**config.mk**
```make
export PLATFORM = sky130hd
export DESIGN_NAME = swg_top
export DESIGN_NICKNAME = d
export VERILOG_FILES = /design/src/swg_pkg.sv /design/src/swg_top.sv /design/src/swg_fifo.sv
export VERILOG_INCLUDE_DIRS = /design/src
export SDC_FILE = /design/constraint.sdc
export NUM_CORES = 2
export LEC_CHECK = 0
export CELL_PAD_IN_SITES_DETAIL_PLACEMENT = 0
export CELL_PAD_IN_SITES_GLOBAL_PLACEMENT = 2
export CORE_MARGIN = 5
export CORE_UTILIZATION = 43
export DETAILED_ROUTE_END_ITERATION = 10
export DONT_BUFFER_PORTS = 1
export PLACE_DENSITY_LB_ADDON = 0.08
export SETUP_SLACK_MARGIN = 0.4
export SLEW_MARGIN = 40
export SYNTH_ARGS = -nofsm -noshare
export SYNTH_HDL_FRONTEND = slang
export SYNTH_HIERARCHICAL = 1
export SYNTH_SLANG_ARGS = --single-unit
```
**constraint.sdc**
```tcl
create_clock -name mclk -period 23.1 [get_ports mclk]
set_input_delay 4.62 -clock mclk [delete_from_list [all_inputs] [get_ports mclk]]
set_output_delay 4.62 -clock mclk [all_outputs]
set_load 0.05 [all_outputs]
```
**src/swg_map.svh**
```systemverilog
// Purpose: Register map and fixed constants of the sine waveform generator.
// Assumes: Included by the package and the generator top.
// Notes: Offsets are byte addresses on the internal register port.
// Behaviour
// - Output frequency is clock times word over 2^30.
// - Twenty-bit phase offset sets the starting phase.
// - Signed twelve-bit offset added to every sample.
// - Unsigned eleven-bit amplitude scales the waveform.
// - Converter level follows amplitude, attenuation and gain.
`ifndef SWG_MAP_SVH
`define SWG_MAP_SVH
`define SWG_ADDR_W      16
`define SWG_OFF_FREQ    16'h2030
`define SWG_OFF_PHASE   16'h2034
`define SWG_OFF_DC      16'h2038
`define SWG_OFF_AMP     16'h203c
`define SWG_RST_WORD    32'h0000_0000
`define SWG_FCW_W       31
`define SWG_PH_W        20
`define SWG_DC_W        12
`define SWG_AMP_W       11
`define SWG_ACC_W       30
`define SWG_CODE_W      12
`define SWG_TYPE_W      2
`define SWG_TYPE_SINE   2'h2
`define SWG_HALF_TURN   20'h80000
`define SWG_SIN_LSB     25
`define SWG_AMP_SHIFT   11
`define SWG_CODE_MAX    12'h7ff
`define SWG_CODE_MIN    12'h801
`define SWG_DIV_W       16
`define SWG_DIV_DEF     16'h0020
`define SWG_FIFO_DEPTH  4
`endif

```
**src/swg_pkg.sv**
```systemverilog
// Purpose: Types shared by the sine waveform generator.
// Assumes: The map header supplies all widths but those of the state, read data and acknowledge.
// Notes: One packed struct holds the whole generator state.
`include "swg_map.svh"
package swg_pkg;
    typedef enum logic [0:0] {
        SWG_IDLE = 1'b0,
        SWG_RUN  = 1'b1
    } swg_state_t;

    typedef struct packed {
        swg_state_t                state;
        logic [`SWG_ACC_W-1:0]     acc;
        logic [`SWG_FCW_W-1:0]     fcw;
        logic [`SWG_PH_W-1:0]      phase;
        logic [`SWG_DC_W-1:0]      dcoff;
        logic [`SWG_AMP_W-1:0]     amp;
        logic [`SWG_DIV_W-1:0]     div;
        logic [31:0]               rdata;
        logic                      ack;
    } swg_regs_t;
endpackage

```
**src/swg_top.sv**
```systemverilog
// Purpose: Sine waveform generator with four setting registers and a sample FIFO.
// Assumes: mclk is the analog clock; enable, type and converter settings share it.
// Notes: The sine is a parabolic approximation, within about six percent of peak.
`timescale 1ns/1ps
`include "swg_map.svh"
module swg_top
    import swg_pkg::*;
#(
    parameter logic [`SWG_DIV_W-1:0] SAMPLE_DIV = `SWG_DIV_DEF,
    parameter int                    FIFO_DEPTH = `SWG_FIFO_DEPTH
) (
    input  wire logic                     mclk,
    input  wire logic                     rst_b,
    input  wire logic [`SWG_ADDR_W-1:0]   reg_addr,
    input  wire logic [31:0]              reg_wdata,
    input  wire logic                     reg_wr,
    input  wire logic                     reg_rd,
    output logic      [31:0]              reg_rdata,
    output logic                          reg_ack,
    input  wire logic                     wavegen_enable,
    input  wire logic [`SWG_TYPE_W-1:0]   waveform_type_select,
    input  wire logic                     output_attenuation_enable,
    input  wire logic                     amp_gain_mode,
    output logic                          wave_active,
    output logic      [`SWG_CODE_W-1:0]   dac_code,
    output logic                          dac_atten,
    output logic                          dac_gain,
    output logic                          dac_valid,
    input  wire logic                     dac_ready
);
    localparam int WORD_W = `SWG_CODE_W + 2;

    swg_regs_t                r_reg;
    swg_regs_t                r_next;
    logic                     run_req;
    logic                     tick;
    logic                     push;
    logic                     push_ready;
    logic [`SWG_PH_W-1:0]     phase_sum;
    logic [`SWG_CODE_W-1:0]   raw_sine;
    logic [`SWG_CODE_W-1:0]   push_code;
    logic [WORD_W-1:0]        push_word;
    logic [WORD_W-1:0]        pop_word;

    // Address match shared by the write and read paths.
    function automatic logic swg_hit(input logic [`SWG_ADDR_W-1:0] a,
                                     input logic [`SWG_ADDR_W-1:0] off);
        return a == off;
    endfunction

    // Half-period parabola x*(H-x), scaled so the peak lands at full code.
    function automatic logic [`SWG_CODE_W-1:0] swg_sine(input logic [`SWG_PH_W-1:0] ph);
        logic [`SWG_PH_W-1:0]     x;
        logic [`SWG_PH_W-1:0]     rest;
        logic [2*`SWG_PH_W-1:0]   prod;
        logic [`SWG_CODE_W-1:0]   mag;
        x    = {1'b0, ph[`SWG_PH_W-2:0]};
        rest = `SWG_HALF_TURN - x;
        prod = x * rest;
        mag  = prod[`SWG_SIN_LSB+`SWG_CODE_W-1:`SWG_SIN_LSB];
        if (mag[`SWG_CODE_W-1]) begin
            mag = `SWG_CODE_MAX;
        end
        return ph[`SWG_PH_W-1] ? (~mag + 1'b1) : mag;
    endfunction

    // Scale by amplitude, add the signed offset and saturate to the code range.
    function automatic logic [`SWG_CODE_W-1:0] swg_shape(input logic [`SWG_CODE_W-1:0] s,
                                                         input logic [`SWG_AMP_W-1:0]  a,
                                                         input logic [`SWG_DC_W-1:0]   d);
        logic signed [2*`SWG_CODE_W-1:0] prod;
        logic signed [`SWG_CODE_W+1:0]   sum;
        prod = $signed(s) * $signed({1'b0, a});
        sum  = (`SWG_CODE_W+2)'(prod >>> `SWG_AMP_SHIFT) + (`SWG_CODE_W+2)'($signed(d));
        if (sum > $signed((`SWG_CODE_W+2)'($signed(`SWG_CODE_MAX)))) begin
            return `SWG_CODE_MAX;
        end
        if (sum < $signed({2'b11, `SWG_CODE_MIN})) begin
            return `SWG_CODE_MIN;
        end
        return sum[`SWG_CODE_W-1:0];
    endfunction

    // The generator runs only while enabled in sine mode.
    assign run_req = wavegen_enable && (waveform_type_select == `SWG_TYPE_SINE);

    // Sample pulse from the rate divider; it waits while the FIFO is full.
    assign tick = (r_reg.state == SWG_RUN) && (r_reg.div == SAMPLE_DIV - 1'b1);
    assign push = tick && run_req;

    // Phase offset joins the top twenty accumulator bits before the lookup.
    assign phase_sum = r_reg.acc[`SWG_ACC_W-1:`SWG_ACC_W-`SWG_PH_W] + r_reg.phase;
    assign raw_sine  = swg_sine(phase_sum);
    assign push_code = swg_shape(raw_sine, r_reg.amp, r_reg.dcoff);

    // Converter settings travel with each code so level follows all three.
    assign push_word = {amp_gain_mode, output_attenuation_enable, push_code};

    // Register file, read mux and the run control.
    always_comb begin
        r_next     = r_reg;
        r_next.ack = reg_wr || reg_rd;
        if (reg_wr) begin
            if (swg_hit(reg_addr, `SWG_OFF_FREQ)) begin
                r_next.fcw = reg_wdata[`SWG_FCW_W-1:0];
            end else if (swg_hit(reg_addr, `SWG_OFF_PHASE)) begin
                r_next.phase = reg_wdata[`SWG_PH_W-1:0];
            end else if (swg_hit(reg_addr, `SWG_OFF_DC)) begin
                r_next.dcoff = reg_wdata[`SWG_DC_W-1:0];
            end else if (swg_hit(reg_addr, `SWG_OFF_AMP)) begin
                r_next.amp = reg_wdata[`SWG_AMP_W-1:0];
            end
        end
        if (reg_rd) begin
            if (swg_hit(reg_addr, `SWG_OFF_FREQ)) begin
                r_next.rdata = 32'(r_reg.fcw);
            end else if (swg_hit(reg_addr, `SWG_OFF_PHASE)) begin
                r_next.rdata = 32'(r_reg.phase);
            end else if (swg_hit(reg_addr, `SWG_OFF_DC)) begin
                r_next.rdata = 32'(r_reg.dcoff);
            end else if (swg_hit(reg_addr, `SWG_OFF_AMP)) begin
                r_next.rdata = 32'(r_reg.amp);
            end else begin
                r_next.rdata = `SWG_RST_WORD;
            end
        end
        case (r_reg.state)
            SWG_IDLE: begin
                // Clearing the accumulator here makes every start begin at the offset.
                r_next.acc = '0;
                r_next.div = '0;
                if (run_req) begin
                    r_next.state = SWG_RUN;
                end
            end
            SWG_RUN: begin
                if (!run_req) begin
                    r_next.state = SWG_IDLE;
                    r_next.acc   = '0;
                    r_next.div   = '0;
                end else begin
                    // Modulo 2^30 wrap gives fout = fclk * word / 2^30.
                    r_next.acc = r_reg.acc + r_reg.fcw[`SWG_ACC_W-1:0];
                    if (!tick) begin
                        r_next.div = r_reg.div + 1'b1;
                    end else if (push_ready) begin
                        r_next.div = '0;
                    end
                end
            end
            default: begin
                r_next.state = SWG_IDLE;
            end
        endcase
    end

    always_ff @(posedge mclk or negedge rst_b) begin
        if (!rst_b) begin
            r_reg <= '0;
        end else begin
            r_reg <= r_next;
        end
    end

    // Samples queue here so the converter stage may stall without losing codes.
    swg_fifo #(
        .WIDTH (WORD_W),
        .DEPTH (FIFO_DEPTH)
    ) u_fifo (
        .mclk      (mclk),
        .rst_b     (rst_b),
        .in_valid  (push),
        .in_ready  (push_ready),
        .in_data   (push_word),
        .out_valid (dac_valid),
        .out_ready (dac_ready),
        .out_data  (pop_word)
    );

    assign dac_code    = pop_word[`SWG_CODE_W-1:0];
    assign dac_atten   = pop_word[`SWG_CODE_W];
    assign dac_gain    = pop_word[`SWG_CODE_W+1];
    assign reg_rdata   = r_reg.rdata;
    assign reg_ack     = r_reg.ack;
    assign wave_active = (r_reg.state == SWG_RUN);

    logic [`SWG_CODE_W-1:0] code_abs;
    assign code_abs = push_code[`SWG_CODE_W-1] ? (~push_code + 1'b1) : push_code;
endmodule

```
**src/swg_fifo.sv**
```systemverilog
// Purpose: Small sample FIFO between the generator and the converter stage.
// Assumes: Single clock; in_ready low when full, out_valid low when empty.
// Notes: A push and a pop in the same cycle are both honoured when neither empty nor full.
`timescale 1ns/1ps
module swg_fifo #(
    parameter int WIDTH = 14,
    parameter int DEPTH = 4
) (
    input  wire logic             mclk,
    input  wire logic             rst_b,
    input  wire logic             in_valid,
    output logic                  in_ready,
    input  wire logic [WIDTH-1:0] in_data,
    output logic                  out_valid,
    input  wire logic             out_ready,
    output logic      [WIDTH-1:0] out_data
);
    localparam int AW = (DEPTH > 1) ? $clog2(DEPTH) : 1;

    typedef struct packed {
        logic [AW-1:0] wr_ptr;
        logic [AW-1:0] rd_ptr;
        logic [AW:0]   count;
    } swg_fifo_t;

    swg_fifo_t        fifo_reg;
    swg_fifo_t        fifo_next;
    logic [WIDTH-1:0] mem [DEPTH];
    logic             do_push;
    logic             do_pop;

    // Full and empty come straight from the occupancy count.
    assign in_ready  = (fifo_reg.count != (AW+1)'(DEPTH));
    assign out_valid = (fifo_reg.count != '0);
    assign out_data  = mem[fifo_reg.rd_ptr];
    assign do_push   = in_valid && in_ready;
    assign do_pop    = out_valid && out_ready;

    // Pointers wrap at DEPTH so that depths other than powers of two work.
    always_comb begin
        fifo_next = fifo_reg;
        if (do_push) begin
            fifo_next.wr_ptr = (fifo_reg.wr_ptr == AW'(DEPTH-1)) ? '0 : fifo_reg.wr_ptr + 1'b1;
        end
        if (do_pop) begin
            fifo_next.rd_ptr = (fifo_reg.rd_ptr == AW'(DEPTH-1)) ? '0 : fifo_reg.rd_ptr + 1'b1;
        end
        if (do_push && !do_pop) begin
            fifo_next.count = fifo_reg.count + 1'b1;
        end else if (do_pop && !do_push) begin
            fifo_next.count = fifo_reg.count - 1'b1;
        end
    end

    // The storage array has no reset; it is only read where count says valid.
    always_ff @(posedge mclk) begin
        if (do_push) begin
            mem[fifo_reg.wr_ptr] <= in_data;
        end
    end

    always_ff @(posedge mclk or negedge rst_b) begin
        if (!rst_b) begin
            fifo_reg <= '0;
        end else begin
            fifo_reg <= fifo_next;
        end
    end
endmodule

```
# Yosys cells after proc, flatten, opt, wreduce, memory -nomap -nowiden
# Memories as Yosys holds them, arrays and structs flattened.
# Cells that the tools add are included.
[totals] regBits=161 out_inout_bits=49 n_memories=1 mem_bits_rw=56 romBits=0 latch_bits=0
[mem_list] name="u_fifo.mem" depth=4 word_bits=14 rd=1 rd_ports_with_merged_regs=0 wr=1 line="swg_fifo.sv:28" rtl="logic [WIDTH-1:0] mem [DEPTH];"
[classes] muxes=26 multipliers=2 magnitude_cmp=2 eq_ne=10 n_bitwise=5 n_reduce_logical=16 div_mod_pow=0 add_sub_neg=10 n_shift=0
[op_table] cell="12-bit two-way mux" count=6
[op_table] cell="16-bit by 14-bit equality test with 1-bit output, second input constant" count=4
[op_table] cell="31-bit case mux with 2 select lines" count=1
[op_table] cell="16-bit two-way mux" count=3
[op_table] cell="19-bit by 20-bit multiplier with 37-bit output" count=1
[op_table] cell="16-bit case mux with 2 select lines" count=1
[op_table] cell="31-bit two-way mux" count=1
[op_table] cell="30-bit adder" count=1
[op_table] cell="30-bit two-way mux" count=1
[op_table] cell="12-bit by 12-bit multiplier with 24-bit output" count=1
[op_table] cell="11-bit two-way mux" count=2
[op_table] cell="20-bit adder" count=1
[op_table] cell="20-bit two-way mux" count=1
[op_table] cell="20-bit by 19-bit subtractor with 20-bit output, first input constant" count=1
[op_table] cell="16-bit by 1-bit adder with 16-bit output, second input constant" count=1
[op_table] cell="16-bit by 5-bit equality test with 1-bit output, second input constant" count=1
[op_table] cell="13-bit by 12-bit adder with 14-bit output" count=1
[op_table] cell="14-bit by 12-bit > comparator with 1-bit output, second input constant" count=1
[op_table] cell="14-bit by 12-bit less-than comparator with 1-bit output, second input constant" count=1
[op_table] cell="12-bit by 1-bit adder with 12-bit output, second input constant" count=1
[op_table] cell="11-bit NOT with 12-bit output" count=1
[op_table] cell="1-bit logical AND" count=7
[op_table] cell="2-bit equality test, second input constant" count=3
[op_table] cell="1-bit two-way mux" count=6
[op_table] cell="16 further kinds" count=23

# Logic depth before layout (Yosys ltp)
[logic_depth] depth_word=14 depth_mapped=77

# Cells and area by module
# The synthesis kept the hierarchy.
[by_module_without_submodules] mod="swg_top" seq_area_each_um2=3828.7 cells_each=2959 area_each_um2=26834.5 instances=1
[by_module_without_submodules] mod="swg_fifo" seq_area_each_um2=1856.8 cells_each=110 area_each_um2=2504.9 instances=1

# Worst setup path before layout
# Ideal clock, no wire load.
[synth_path] path_kind="register to register" startpoint="reg r_reg[72] (netlist bit)" endpoint="mem u_fifo.mem[0][10], data pin" arrival_time_ns=15.892 setup_ns=0.303 path_stages_with_launch=73 slack_ns=6.905 synth_period_minus_slack_ns=16.195 cell_sequence="dfrtp_1 > ha_1 > inv_1 > fa_1 > nor2b_1 > o21ai_1 > a21boi_1 > o21ai_0 > a21boi_1 > o2111ai_1 > nand3_1 > a2111o_1 > nand3_1 > clkbuf_1 > nor4_1 > ha_1 > clkbuf_1 > clkbuf_1 > (+37 left out) > o21ai_0 > nand2b_1 > or2_2 > a311oi_1 > o31ai_1 > xnor2_1 > ha_1 > a21oi_1 > o21ai_1 > a21o_1 > a21o_1 > a221o_1 > a21oi_1 > nand2b_1 > a22oi_1 > a31oi_1 > clkbuf_1 > o21ai_0"
[synth_between] elab_chain_cells=14
[synth_rtl] element="from (decl)" line="swg_top.sv:33" rtl="swg_regs_t r_reg;"
[synth_rtl] element="from (signal assigned)" line="swg_top.sv:161" rtl="r_reg <= r_next;"
[synth_rtl] element="20-bit adder (*)" line="swg_top.sv:92" rtl="assign phase_sum = r_reg.acc[`SWG_ACC_W-1:`SWG_ACC_W-`SWG_PH_W] + r_reg.phase;"
[synth_rtl] element="20-bit by 19-bit subtractor with 20-bit output (no line)"
[synth_rtl] element="19-bit by 20-bit multiplier with 37-bit output" line="swg_top.sv:59" rtl="prod = x * rest;"
[synth_rtl] element="11-bit two-way mux" line="swg_top.sv:61" rtl="if (mag[`SWG_CODE_W-1]) begin"
[synth_rtl] element="11-bit NOT with 12-bit output" line="swg_top.sv:64" rtl="return ph[`SWG_PH_W-1] ? (~mag + 1'b1) : mag;"
[synth_rtl] element="12-bit by 1-bit adder with 12-bit output" line="swg_top.sv:64"
[synth_rtl] element="12-bit two-way mux (*)" line="swg_top.sv:64"
[synth_rtl] element="12-bit by 12-bit multiplier with 24-bit output (*)" line="swg_top.sv:73" rtl="prod = $signed(s) * $signed({1'b0, a});"
[synth_rtl] element="13-bit by 12-bit adder with 14-bit output (*)" line="swg_top.sv:74" rtl="sum = (`SWG_CODE_W+2)'(prod >>> `SWG_AMP_SHIFT) + (`SWG_CODE_W+2)'($signed(d));"
[synth_rtl] element="14-bit by 12-bit less-than comparator with 1-bit output" line="swg_top.sv:78" rtl="if (sum < $signed({2'b11, `SWG_CODE_MIN})) begin"
[synth_rtl] element="1-bit two-way mux (2 in a row)" line="swg_top.sv:78"
[synth_rtl] element="12-bit two-way mux" line="swg_top.sv:81" rtl="return sum[`SWG_CODE_W-1:0];"
[synth_rtl] element="12-bit two-way mux (*)" line="swg_top.sv:78"
[synth_rtl] element="via push_code[10]" line="swg_top.sv:41" rtl="logic [`SWG_CODE_W-1:0] push_code;"
[synth_rtl] element="to (decl)" line="swg_fifo.sv:28"
# Mark *: on every way through the listed nets, which the timed path passes. The rest lies on a longest branch. The select of a mux whose other input is x is not followed.

# Worst setup path after layout
[layout_path] startpoint="reg r_reg[134] (netlist bit)" endpoint="mem u_fifo.mem[1][10], data pin"
# Same word-level chain as after synthesis.

==> out/qor.yml <==
critical_path:
  worst_ep_arrival_time_ns: 20.12
  critPathBufInv: 12
  crit_type: "reg -> reg"
  slowest_stage: "ha_1"
  r2r_slack_ns: 3.16
  end_kind: "flip-flop"
  reg2reg_depth: 66
  reg2reg_from: "r_reg[134]"
  cp-start-kind: "flip-flop"
  worst_ep_required_time_ns: 23.28
  critPathMaxStageDelay_ns: 0.66
  r2r-end: "u_fifo/mem[1][10]"
  path_max_fanout: 18
  crit_family: "adder cells"
worst_hold_path:
  hold-path-cell-count: 1
  min_to: "r_reg[122]"
  hold_class: "reg -> reg"
  min_from: "r_reg[122]"
clock_network:
  cts_hold_buf: 0
  cts_tree: "yes"
  post_cts_resized: 0
  clkTransAtPathRegs_ns: 0.06
  cts_setup_buffers: 0
  clock_sinks: 216
  clk-insertion-delay-late_ns: 0.55
  clockRootBuffer: "clkbuf_16"
  cts_max_level: 1
  cts_buffer_depth: 3
  cts-buffers-inserted: 23
synthesis:
  synthCells: 3069
  yosys-top-cells-area: "fa_1 (29%), dfrtp_1 (14%), ha_1 (11%)"
  syn_area_mm2: 0.02934
  syn_area_per_cell_um2: 9.560
  synth_common_cells: "inv_1 (603), fa_1 (431), nor2_1 (271), ha_1 (250), nand2_1 (170)"
  synth_edf_count: 56
  yosysTopAreaCellShare: 0.2941
  synth_ff_type: "dfrtp_1"
  async_flop_share: 0.7407
  ys_ff_latch: 216
  ys.warnings.count: 6
  yosysSeqAreaShare: 0.1938
  synthDistinctLibCells: 96
  synth.most_common_cell: "inv_1"
  yosys.area.top_type: "fa_1"
die:
  dieWidth_um: 271.2
  dieHeight_um: 271.2
  die-area_mm2: 0.07355
  initial_core_util: 0.4353
  rows: 95
  core_mm2: 0.06740
  ioPinCount: 107
timing:
  fin_skew_ns: 0.03754
  slew_headroom: 0.4256
  max_freq_ghz: 0.05015
  tns_ns: 0
  setup_viol: 0
  worst_pin_slew_ns: 0.8616
  min_period_ns: 19.94
  drv_slew: 0
  setup_slack_ns: 3.161
  finalCritPeriodShare: 0.8632
  hold_viol: 0
  rsz0062_at_grt: "no"
status:
  status: "finished clean"
global_route:
  antenna_found_initial: 1
  grt_pass1_vias: 22190
  grt_usage: 0.2158
  grt_pass1_wl_mm: 125.7
  grt_max_degree: 161
  grt-ovfl-total: 0
pwr:
  ir_drop_mv: 0.06240
  p_leak_nw: 15.22
  power_density_mw_per_mm2: 26.78
placed_design:
  portBuffers: 0
  dp_hpwl_mm: 61.78
  gp_congestion: 0.8320
  pre_cts_ws_ns: 3.324
routing:
  vias_per_cell: 5.284
  drc: 0
  first_pass_iters: 4
  avgRoutedWirePerCell_um: 20.32
  final_antenna_net_count: 0
  vias: 20510
  wirelength_mm: 78.87
  drtIter0Drc: 1062
job:
  maxCapViolCount: 0
cells_and_area:
  drive_gt1_frac: 0.08450
  syn_to_final_growth_pct: 5.493
  nets: 3730
  largest_reg_flops: 120
[layout by cell type (no fill, tap or decap), types with 41 or more instances in the layout]
cell type	n
inv_1	603
fa_1	431
nand2_1	169
and2_1	68
ha_1	244
o21ai_0	66
nand3_1	43
nand2b_1	137
a21oi_1	96
dfrtp_1	159
nor2_1	271
xor2_1	41
mux2_2	89
edfxtp_1	56
[metal layers]
metal  vias up  share of wire  global-route usage
met4         0          0.032             0.05833
met3       128          0.042             0.03214
met5         -              0                   0
li1       9509              -                   -
met1     10500           0.43              0.2807
met2       369           0.50              0.3784
[worst max-delay path by stage]
stage / cells past startpoint / endpoint / from
floorplan: 72 / u_fifo/mem[0][10] / r_reg[72]
global placement: 66 / u_fifo/mem[0][10] / r_reg[134]
detailed placement: 66 / u_fifo/mem[2][10] / r_reg[134]
CTS: 66 / u_fifo/mem[0][10] / r_reg[134]
global route: 67 / u_fifo/mem[1][10] / r_reg[134]
finish: 66 / u_fifo/mem[1][10] / r_reg[134]
[report_power, final]
part / internal [mW] / switching [mW]
Sequential: 0.393 / 0.0112
Clock: 0.232 / 0.161
Combinational: 0.0112 / 0.0207
Total: 0.636 / 0.193
[per-stage QoR]
stage / hold slack [ns] / instances / power, mW / cell area, µm² / utilization
2_1_floorplan: 0.4740 / 3085 / 0.4395 / 29400 / -
3_3_place_gp: 0.5061 / 3837 / 0.4427 / 30040 / 0.4458
3_5_place_dp: 0.5176 / 3839 / 0.4435 / 30150 / 0.4474
4_1_cts: 0.5310 / 3879 / 0.8396 / 30940 / 0.4591
5_1_grt: 0.5533 / 3879 / 0.8588 / 30950 / 0.4592
6_report: 0.5228 / 3881 / 0.8288 / 30950 / 0.4592
[final cells by class]
class	count	area [µm²]
fillers	6491	36450
clock buffers	27	600.6
repair buffers	28	237.7
well taps	873	1092
diodes	2	5.005
multi-input cells	2119	20880
clock inverters	13	185.2
inverters	603	2263
flip-flops and latches	216	5687
[kinds of logic (layout without fill, tap and decap cells)]
logic type	after synthesis	in the layout	share of synthesized area
other	2	20	0.0002560
adder cells (fa/ha/maj)	681	681	0.4007
buffers and inverters	750	671	0.1018
XOR/XNOR	94	94	0.02857
AO/OA/AOI/OAI	345	345	0.07813
AND/OR/NAND/NOR	871	871	0.1483
flip-flops	216	216	0.1938
multiplexers	110	110	0.04840
(Power assumes the default switching activity.)
